===== src/rtl/compass_cfg.svh =====
// constants for the compass serial mode block
`ifndef COMPASS_CFG_SVH
`define COMPASS_CFG_SVH
`define CLK_HZ          200000000
`define BAUD_2400       2400
`define BAUD_4800       4800
`define BAUD_9600       9600
`define BAUD_19200      19200
`define CONT_PERIOD_MS  500
`define MS_PER_S        1000
`define FRAME_LAST_BIT  4'h9
`define LAST_BYTE       2'h2
`define REG_CTRL        8'h00
`define REG_HEADING     8'h04
`define REG_STATUS      8'h08
`define REG_PKT_CNT     8'h0c
`define CTRL_RST        32'h0000_0000
`define HEADING_RST     16'h0000
`define HEADING_MAX     16'h02cf
`define HEADING_WRAP    16'h02d0
`define PKT_HIGH_BITS   7'h40
`define CAL_START_MSG   24'h535441
`define CAL_READY_MSG   24'h524459
`define STAT_STATE_LSB  0
`define STAT_BUSY_BIT   8
`define STAT_RTS_BIT    9
`define STAT_RXD_BIT    10
`define STAT_STRAP_LSB  12
`endif


===== src/rtl/compass_pkg.sv =====
// types for the compass serial mode block
package compass_pkg;
    typedef enum logic [5:0] {
        ST_SLEEP    = 6'h01,
        ST_PKT      = 6'h02,
        ST_GAP      = 6'h04,
        ST_CAL_START = 6'h08,
        ST_CAL_WAIT = 6'h10,
        ST_CAL_RDY  = 6'h20
    } mode_state_t;

    typedef struct packed {
        logic       valid;
        logic       write;
        logic [7:0] addr;
    } ahb_req_t;

    typedef struct packed {
        logic factory_test;
        logic y_axis_invert;
        logic baud_b;
        logic baud_a;
    } straps_t;
endpackage


===== src/rtl/compass_serial_mode.sv =====
// serial mode protocol of the heading sensor module, with ahb-lite registers
//
// The AHB-Lite slave port and the register offsets are this design's own decisions.
`timescale 1ns/10ps
`default_nettype none
`include "compass_cfg.svh"

// Notes on behaviour
// - strap reads 1 with jumper absent, 0 with jumper fitted.
// - straps a,b select 2400, 4800, 9600 or 19200 baud.
// - frames are 8 data bits, no parity, one stop bit; default 2400.
// - y-invert strap mirrors the heading; factory test strap only reported.
// - sleep by default; leave only when request-to-send goes low.
// - request and receive inputs read high when left open.
// - normal mode: request pulse with receive high sends one status packet.
// - after a normal packet, sleep again if request-to-send is high.
// - polled requests up to twenty per second if baud allows.
// - request held low with receive high repeats the packet about twice per second.
// - continuous output stops and device sleeps when request-to-send goes high.
// - request pulse with receive low enters calibration while receive stays low.
// - calibration entry sends bytes 53, 54, 41.
// - first packet byte is 80 or 81.
// - first byte lsb set when distortion flagged.
// - bytes two and three hold heading, msb first, half degrees.
module compass_serial_mode #(
    parameter int CONT_PERIOD_CYC = (`CLK_HZ / `MS_PER_S) * `CONT_PERIOD_MS,
    parameter int DIV_2400        = `CLK_HZ / `BAUD_2400,
    parameter int DIV_4800        = `CLK_HZ / `BAUD_4800,
    parameter int DIV_9600        = `CLK_HZ / `BAUD_9600,
    parameter int DIV_19200       = `CLK_HZ / `BAUD_19200
) (
    input  wire logic        CLK_SYS_I,
    input  wire logic        RST_N_I,
    input  wire logic        HSEL_I,
    input  wire logic [31:0] HADDR_I,
    input  wire logic [1:0]  HTRANS_I,
    input  wire logic        HWRITE_I,
    input  wire logic [2:0]  HSIZE_I,
    input  wire logic [31:0] HWDATA_I,
    input  wire logic        HREADY_I,
    output logic             HREADYOUT_O,
    output logic [31:0]      HRDATA_O,
    output logic             HRESP_O,
    input  wire logic        RTS_N_I,
    input  wire logic        RXD_I,
    output logic             TXD_O,
    input  wire logic        BAUD_STRAP_A_I,
    input  wire logic        BAUD_STRAP_B_I,
    input  wire logic        Y_AXIS_INVERT_STRAP_I,
    input  wire logic        FACTORY_TEST_STRAP_I
);
    ////////////////////////////////////////////////////////////////////////////
    logic                     rst_meta_ff, rst_sync_ff;
    logic [5:0]               pin_meta_ff, pin_sync_ff;
    logic                     rts_d_ff;
    compass_pkg::straps_t     straps;
    logic                     rts_high, rxd_high, rts_fall;

    always_ff @(posedge CLK_SYS_I or negedge RST_N_I) begin
        if (!RST_N_I) begin
            rst_meta_ff <= 1'b0;
            rst_sync_ff <= 1'b0;
        end else begin
            rst_meta_ff <= 1'b1;
            rst_sync_ff <= rst_meta_ff;
        end
    end

    // open inputs idle high, so the synchronisers also reset to ones
    always_ff @(posedge CLK_SYS_I or negedge rst_sync_ff) begin
        if (!rst_sync_ff) begin
            pin_meta_ff <= 6'h3f;
            pin_sync_ff <= 6'h3f;
            rts_d_ff    <= 1'b1;
        end else begin
            pin_meta_ff <= {RTS_N_I, RXD_I, FACTORY_TEST_STRAP_I, Y_AXIS_INVERT_STRAP_I,
                            BAUD_STRAP_B_I, BAUD_STRAP_A_I};
            pin_sync_ff <= pin_meta_ff;
            rts_d_ff    <= pin_sync_ff[5];
        end
    end

    assign rts_high = pin_sync_ff[5];
    assign rxd_high = pin_sync_ff[4];
    assign straps   = compass_pkg::straps_t'(pin_sync_ff[3:0]);
    assign rts_fall = rts_d_ff & ~rts_high;

    ////////////////////////////////////////////////////////////////////////////
    compass_pkg::ahb_req_t req_ff;
    logic [31:0]           ctrl_ff, hrdata_ff;
    logic [15:0]           heading_ff, pkt_cnt_ff;
    logic [15:0]           heading_wr, heading_eff;
    logic [31:0]           status_word, rd_word;
    logic                  addr_take, wr_ctrl, wr_heading;
    compass_pkg::mode_state_t state_ff, nxt_state;
    logic                  tx_busy_ff;

    // zero wait states: every transfer completes in its first data phase
    assign HREADYOUT_O = 1'b1;
    assign HRESP_O     = 1'b0;
    assign HRDATA_O    = hrdata_ff;
    assign addr_take   = HSEL_I & HTRANS_I[1] & HREADY_I;
    assign wr_ctrl     = req_ff.valid & req_ff.write & (req_ff.addr == `REG_CTRL);
    assign wr_heading  = req_ff.valid & req_ff.write & (req_ff.addr == `REG_HEADING);
    // out-of-range headings saturate rather than wrap
    assign heading_wr  = (HWDATA_I[15:0] > `HEADING_MAX) ? `HEADING_MAX : HWDATA_I[15:0];
    // negating y mirrors the bearing about north
    assign heading_eff = (straps.y_axis_invert == 1'b0) && (heading_ff != `HEADING_RST)
                         ? `HEADING_WRAP - heading_ff : heading_ff;

    assign status_word = {16'h0000, pin_sync_ff[3:0], 1'b0, rxd_high, rts_high, tx_busy_ff,
                          2'b00, state_ff};
    assign rd_word = (HADDR_I[7:0] == `REG_CTRL)    ? ctrl_ff :
                     (HADDR_I[7:0] == `REG_HEADING) ? {16'h0000, heading_ff} :
                     (HADDR_I[7:0] == `REG_STATUS)  ? status_word :
                     (HADDR_I[7:0] == `REG_PKT_CNT) ? {16'h0000, pkt_cnt_ff} : 32'h0000_0000;

    always_ff @(posedge CLK_SYS_I or negedge rst_sync_ff) begin
        if (!rst_sync_ff) begin
            req_ff    <= '0;
            hrdata_ff <= 32'h0000_0000;
        end else begin
            req_ff    <= '{valid: addr_take, write: HWRITE_I, addr: HADDR_I[7:0]};
            hrdata_ff <= (addr_take & ~HWRITE_I) ? rd_word : hrdata_ff;
        end
    end

    always_ff @(posedge CLK_SYS_I or negedge rst_sync_ff) begin
        if (!rst_sync_ff) begin
            ctrl_ff    <= `CTRL_RST;
            heading_ff <= `HEADING_RST;
        end else begin
            if (wr_ctrl) begin
                ctrl_ff <= {31'h0000_0000, HWDATA_I[0]};
            end
            if (wr_heading) begin
                heading_ff <= heading_wr;
            end
        end
    end

    ////////////////////////////////////////////////////////////////////////////
    logic [16:0] baud_div, baud_cnt_ff;
    logic [3:0]  bit_cnt_ff;
    logic [1:0]  byte_idx_ff;
    logic [9:0]  shift_ff;
    logic [23:0] msg_ff, msg;
    logic [26:0] gap_cnt_ff;
    logic        txd_ff, baud_tick, tx_done, tx_start, gap_done;

    // strap a is the first figure of the pair
    assign baud_div = ({straps.baud_a, straps.baud_b} == 2'b11) ? 17'(DIV_2400) :
                      ({straps.baud_a, straps.baud_b} == 2'b10) ? 17'(DIV_4800) :
                      ({straps.baud_a, straps.baud_b} == 2'b01) ? 17'(DIV_9600) : 17'(DIV_19200);
    assign baud_tick = tx_busy_ff & (baud_cnt_ff == baud_div - 17'h00001);
    assign tx_done   = baud_tick & (bit_cnt_ff == `FRAME_LAST_BIT) & (byte_idx_ff == `LAST_BYTE);
    assign gap_done  = (gap_cnt_ff == 27'(CONT_PERIOD_CYC - 1));

    // status packet: fixed top bit, distortion in lsb, heading msb first
    assign msg = (state_ff == compass_pkg::ST_SLEEP && !rxd_high) ? `CAL_START_MSG :
                 (state_ff == compass_pkg::ST_CAL_WAIT)           ? `CAL_READY_MSG :
                 {`PKT_HIGH_BITS, ctrl_ff[0], heading_eff};

    always_comb begin
        nxt_state = state_ff;
        tx_start  = 1'b0;
        unique case (state_ff)
            compass_pkg::ST_SLEEP: begin
                if (rts_fall) begin
                    tx_start  = 1'b1;
                    nxt_state = rxd_high ? compass_pkg::ST_PKT : compass_pkg::ST_CAL_START;
                end
            end
            compass_pkg::ST_PKT: begin
                if (tx_done) begin
                    nxt_state = rts_high ? compass_pkg::ST_SLEEP : compass_pkg::ST_GAP;
                end
            end
            compass_pkg::ST_GAP: begin
                if (rts_high) begin
                    nxt_state = compass_pkg::ST_SLEEP;
                end else if (gap_done) begin
                    tx_start  = 1'b1;
                    nxt_state = compass_pkg::ST_PKT;
                end
            end
            compass_pkg::ST_CAL_START: begin
                if (tx_done) begin
                    nxt_state = compass_pkg::ST_CAL_WAIT;
                end
            end
            compass_pkg::ST_CAL_WAIT: begin
                if (rxd_high) begin
                    tx_start  = 1'b1;
                    nxt_state = compass_pkg::ST_CAL_RDY;
                end
            end
            compass_pkg::ST_CAL_RDY: begin
                if (tx_done) begin
                    nxt_state = compass_pkg::ST_SLEEP;
                end
            end
            default: nxt_state = compass_pkg::ST_SLEEP;
        endcase
    end

    always_ff @(posedge CLK_SYS_I or negedge rst_sync_ff) begin
        if (!rst_sync_ff) begin
            state_ff   <= compass_pkg::ST_SLEEP;
            gap_cnt_ff <= 27'h0000000;
            pkt_cnt_ff <= 16'h0000;
        end else begin
            state_ff   <= nxt_state;
            gap_cnt_ff <= (state_ff == compass_pkg::ST_GAP && !gap_done) ? gap_cnt_ff + 27'h0000001
                                                                         : 27'h0000000;
            if (tx_done && state_ff == compass_pkg::ST_PKT) begin
                pkt_cnt_ff <= pkt_cnt_ff + 16'h0001;
            end
        end
    end

    // 8n1 shifter: start bit, lsb first, stop bit, three bytes back to back
    always_ff @(posedge CLK_SYS_I or negedge rst_sync_ff) begin
        if (!rst_sync_ff) begin
            tx_busy_ff  <= 1'b0;
            baud_cnt_ff <= 17'h00000;
            bit_cnt_ff  <= 4'h0;
            byte_idx_ff <= 2'h0;
            shift_ff    <= 10'h3ff;
            msg_ff      <= 24'h000000;
            txd_ff      <= 1'b1;
        end else begin
            txd_ff <= tx_busy_ff ? shift_ff[0] : 1'b1;
            if (tx_start) begin
                tx_busy_ff  <= 1'b1;
                baud_cnt_ff <= 17'h00000;
                bit_cnt_ff  <= 4'h0;
                byte_idx_ff <= 2'h0;
                shift_ff    <= {1'b1, msg[23:16], 1'b0};
                msg_ff      <= {msg[15:0], 8'h00};
            end else if (baud_tick) begin
                baud_cnt_ff <= 17'h00000;
                if (bit_cnt_ff != `FRAME_LAST_BIT) begin
                    bit_cnt_ff <= bit_cnt_ff + 4'h1;
                    shift_ff   <= {1'b1, shift_ff[9:1]};
                end else if (byte_idx_ff == `LAST_BYTE) begin
                    tx_busy_ff <= 1'b0;
                end else begin
                    bit_cnt_ff  <= 4'h0;
                    byte_idx_ff <= byte_idx_ff + 2'h1;
                    shift_ff    <= {1'b1, msg_ff[23:16], 1'b0};
                    msg_ff      <= {msg_ff[15:0], 8'h00};
                end
            end else if (tx_busy_ff) begin
                baud_cnt_ff <= baud_cnt_ff + 17'h00001;
            end
        end
    end

    assign TXD_O = txd_ff;

    // reply words kept whole and named so the checks can slice out their bytes
    localparam logic [23:0] calibration_start_reply = `CAL_START_MSG;
    localparam logic [23:0] cal_ready_reply         = `CAL_READY_MSG;
endmodule
`default_nettype wire


===== config.mk =====
export PLATFORM = sky130hd
export DESIGN_NAME = compass_serial_mode
export DESIGN_NICKNAME = d
export VERILOG_FILES = /design/src/rtl/compass_pkg.sv /design/src/rtl/compass_serial_mode.sv
export VERILOG_INCLUDE_DIRS = /design/src /design/src/rtl
export SDC_FILE = /design/constraint.sdc
export NUM_CORES = 1
export LEC_CHECK = 0
export BUFFER_PORTS_ARGS = -buffer_cell sky130_fd_sc_hd__buf_4
export CAP_MARGIN = 10
export CORE_ASPECT_RATIO = 1.4
export CORE_MARGIN = 5
export CORE_UTILIZATION = 43
export CTS_CLUSTER_SIZE = 28
export DETAILED_ROUTE_END_ITERATION = 8
export PLACE_DENSITY = 0.66
export SYNTH_ARGS = -nofsm -noshare
export SYNTH_HDL_FRONTEND = slang
export SYNTH_SLANG_ARGS = --single-unit

===== constraint.sdc =====
create_clock -name CLK_SYS_I -period 12.9 [get_ports CLK_SYS_I]
set_clock_uncertainty 0.15 [all_clocks]
set_input_delay 1.29 -clock CLK_SYS_I [delete_from_list [all_inputs] [get_ports CLK_SYS_I]]
set_output_delay 1.29 -clock CLK_SYS_I [all_outputs]
set_load 0.02 [all_outputs]

==> flow_summary.json <==
{
  "grt_pass1_wl_mm": 29.7,
  "worstPathMaxFanout": 8,
  "slew_violations": 0,
  "slew_headroom": 0.317,
  "grt_overflow": 0,
  "drtIter0Drc": 311,
  "synth_area_um2": 8110,
  "cts_tree": "yes",
  "drt-pass1-iter-count": 5,
  "drive_gt1_frac": 0.178,
  "antennaDiodeCount": 0,
  "finalSetupViolCount": 0,
  "placementRows": 59,
  "rsz0062_at_grt": "false",
  "numPortBuffers": 52,
  "final_util": 0.495,
  "synth_cell_types": 68,
  "ctsHtreeMaxLevel": 4,
  "reg2reg_from": "pin_sync_ff[0]$_DFF_PN1_",
  "avgRoutedWirePerCell_um": 16.3,
  "place_hpwl_mm": 12.6,
  "cts_made_buffers": 17,
  "ir_drop_mv": 0.0944,
  "antenna_found_initial": 0,
  "critical_path_required_ns": 13.10,
  "syn_inst": 806,
  "final_cells": 1097,
  "setup_ws_ns": 9.49,
  "drt_wl_total_mm": 17.9,
  "die_area_um2": 21700,
  "startpoint": "pin_sync_ff[0]$_DFF_PN1_",
  "finalCritPeriodShare": 0.265,
  "dp_cells": 1065,
  "layout_common_cells": "132 x dfrtp_1, 80 x nor2_1, 74 x nand2_1, 57 x buf_4",
  "min_path_type": "register to async pin",
  "pre_cts_ws_ns": 9.47,
  "area_delta_synth_final_pct": 13.6,
  "post_cts_buffers": 0,
  "cts.sinks": 157,
  "fin_setup_tns_ns": 0,
  "tightest_slew_ns": 1.02,
  "grt_pass1_vias": 5851,
  "ctsLongestPathBuffers": 2,
  "p_per_area_nw_per_um2": 145,
  "hold_buffers": 0,
  "die_x_um": 126,
  "io_pins": 115,
  "vias_per_cell": 5.44,
  "ys_warn_count": 0,
  "root_buffer": "clkbuf_16",
  "start_kind": "register",
  "synth-seq-cells": 157,
  "core-area_um2": 18600,
  "track_usage": 0.168,
  "die-height_um": 172,
  "nets": 933,
  "path_class": "register to register",
  "r2r_slack_ns": 9.49,
  "arrival_ns": 3.61,
  "max_freq_ghz": 0.293,
  "clk_pin_slew_worst_paths_ns": 0.07,
  "ys_seq_area_frac": 0.488,
  "grt_max_degree": 68,
  "synthArstFlopShare": 1.00,
  "reg2reg_depth": 8,
  "crit_path_end_kind": "register",
  "clkLatencyLatePin_ns": 0.43,
  "ys_dominant_reg_cell": "dfrtp_1",
  "hold_violations": 0,
  "power_mw": 1.33,
  "status": "finished clean",
  "maxCapViolations": 0,
  "period_minus_slack_ns": 3.41,
  "drc": 0,
  "layout_commonest_cell": "dfrtp_1",
  "leakage_nw": 4.08,
  "synth_edf_count": 0,
  "drtAntennaViolNets": 0,
  "gp_congestion": 0.848,
  "num_vias": 5971,
  "post_cts_resized": 0,
  "initial_core_util": 0.436,
  "syn_area_per_cell_um2": 10.1
}
[worst max-delay path, cell delays in order, from the launching register on]
cell and delay, ns:
dfstp_2 0.61, inv_1 0.14, ha_1 0.25, or3_1 0.34, a22oi_1 0.31, o2111ai_1 0.33, or4_1 0.81, nor3_2 0.23
xor2_1 0.18
[sequential cells by signal, indices dropped and copies added, names as in the netlist]
signal and cells:
rts_d_ff 1, heading_ff 16, state_ff 6, HRDATA_O 16
pkt_cnt_ff 16, byte_idx_ff 2, req_ff 10, gap_cnt_ff 27
bit_cnt_ff 4, pin_meta_ff 6, rst_meta_ff 1, shift_ff 9
pin_sync_ff 6, TXD_O 1, ctrl_ff 1, tx_busy_ff 1
msg_ff 16, rst_sync_ff 1, baud_cnt_ff 17
[metrics by stage]
stage / hold slack [ns] / instance area, µm²
2_1_floorplan: 0.181 / 8170
3_3_place_gp: 0.165 / 8610
3_5_place_dp: 0.161 / 8610
4_1_cts: 0.164 / 9200
5_1_grt: 0.190 / 9200
6_report: 0.142 / 9200
[synth_stat cells (all sizes together), types with 9 or more instances]
| master | count | area, µm² |
|---|---|---|
| nand2 | 75 | 284 |
| clkbuf | 31 | 116 |
| ha | 13 | 163 |
| a22o | 11 | 96.3 |
| mux2i | 12 | 120 |
| nor2b | 9 | 56.3 |
| or3 | 9 | 61.3 |
| a22oi | 15 | 113 |
| nor2 | 80 | 300 |
| mux2 | 14 | 158 |
| and2 | 9 | 56.3 |
| inv | 18 | 67.6 |
| nand3 | 27 | 135 |
| xnor2 | 25 | 219 |
| and4 | 11 | 96.3 |
| nor3 | 22 | 140 |
| xor2 | 47 | 412 |
| dfrtp | 133 | 3330 |
| a21oi | 15 | 75.1 |
| nand4 | 11 | 68.8 |
| dfstp | 24 | 631 |
| buf | 28 | 189 |
| and3 | 16 | 100 |
| nor4 | 12 | 118 |
| o21ai | 47 | 235 |
[per-layer routing]
| metal | up-vias | track usage | wire length [µm] |
|---|---|---|---|
| li1 | 2893 | - | - |
| met1 | 2963 | 0.219 | 8070 |
| met2 | 87 | 0.283 | 9000 |
| met3 | 28 | 0.0287 | 452 |
| met4 | 0 | 0.0639 | 390 |
| met5 | - | 0 | 0 |
[kinds of logic (layout without fill, tap and decap cells)]
logic type / count (synthesis) / count (layout) / synth area share
compound gates: 146 / 146 / 0.126
flops: 157 / 157 / 0.488
fa+ha+maj: 13 / 13 / 0.0201
xor+xnor: 72 / 72 / 0.0778
buf+inv: 77 / 107 / 0.0460
other cells: 2 / 19 / 0.000927
mux: 27 / 27 / 0.0370
simple gates: 312 / 312 / 0.204
[path summary, 6_finish.rpt]
| path | end |
|---|---|
| setup / recovery | pkt_cnt_ff[15]$_DFFE_PN0P_ |
| hold / removal | HRDATA_O[13]$_DFFE_PN0P_ |
| setup reg to reg | pkt_cnt_ff[15]$_DFFE_PN0P_ |
| hold reg to reg | HRDATA_O[13]$_DFFE_PN0P_ |
| max in group asynchronous | heading_ff[5]$_DFFE_PN0P_ |
| min in group CLK_SYS_I | pin_sync_ff[2]$_DFF_PN1_ |
[cell type report]
type / instances / area (µm²)
inverters: 18 / 67.6
well taps: 244 / 305
clock buffers: 17 / 425
flip-flops and latches: 157 / 3960
fillers: 1755 / 9400
clock inverters: 15 / 166
repair buffers: 57 / 428
multi-input cells: 589 / 3850
[where the power goes]
group / switching, mW / internal [mW] / leakage [nW]
sequential: 0.0522 / 0.551 / 2.01
clock: 0.234 / 0.261 / 0.291
combinational: 0.133 / 0.103 / 1.78
total: 0.419 / 0.914 / 4.08
No activity file was read; power rests on OpenSTA's default activity.
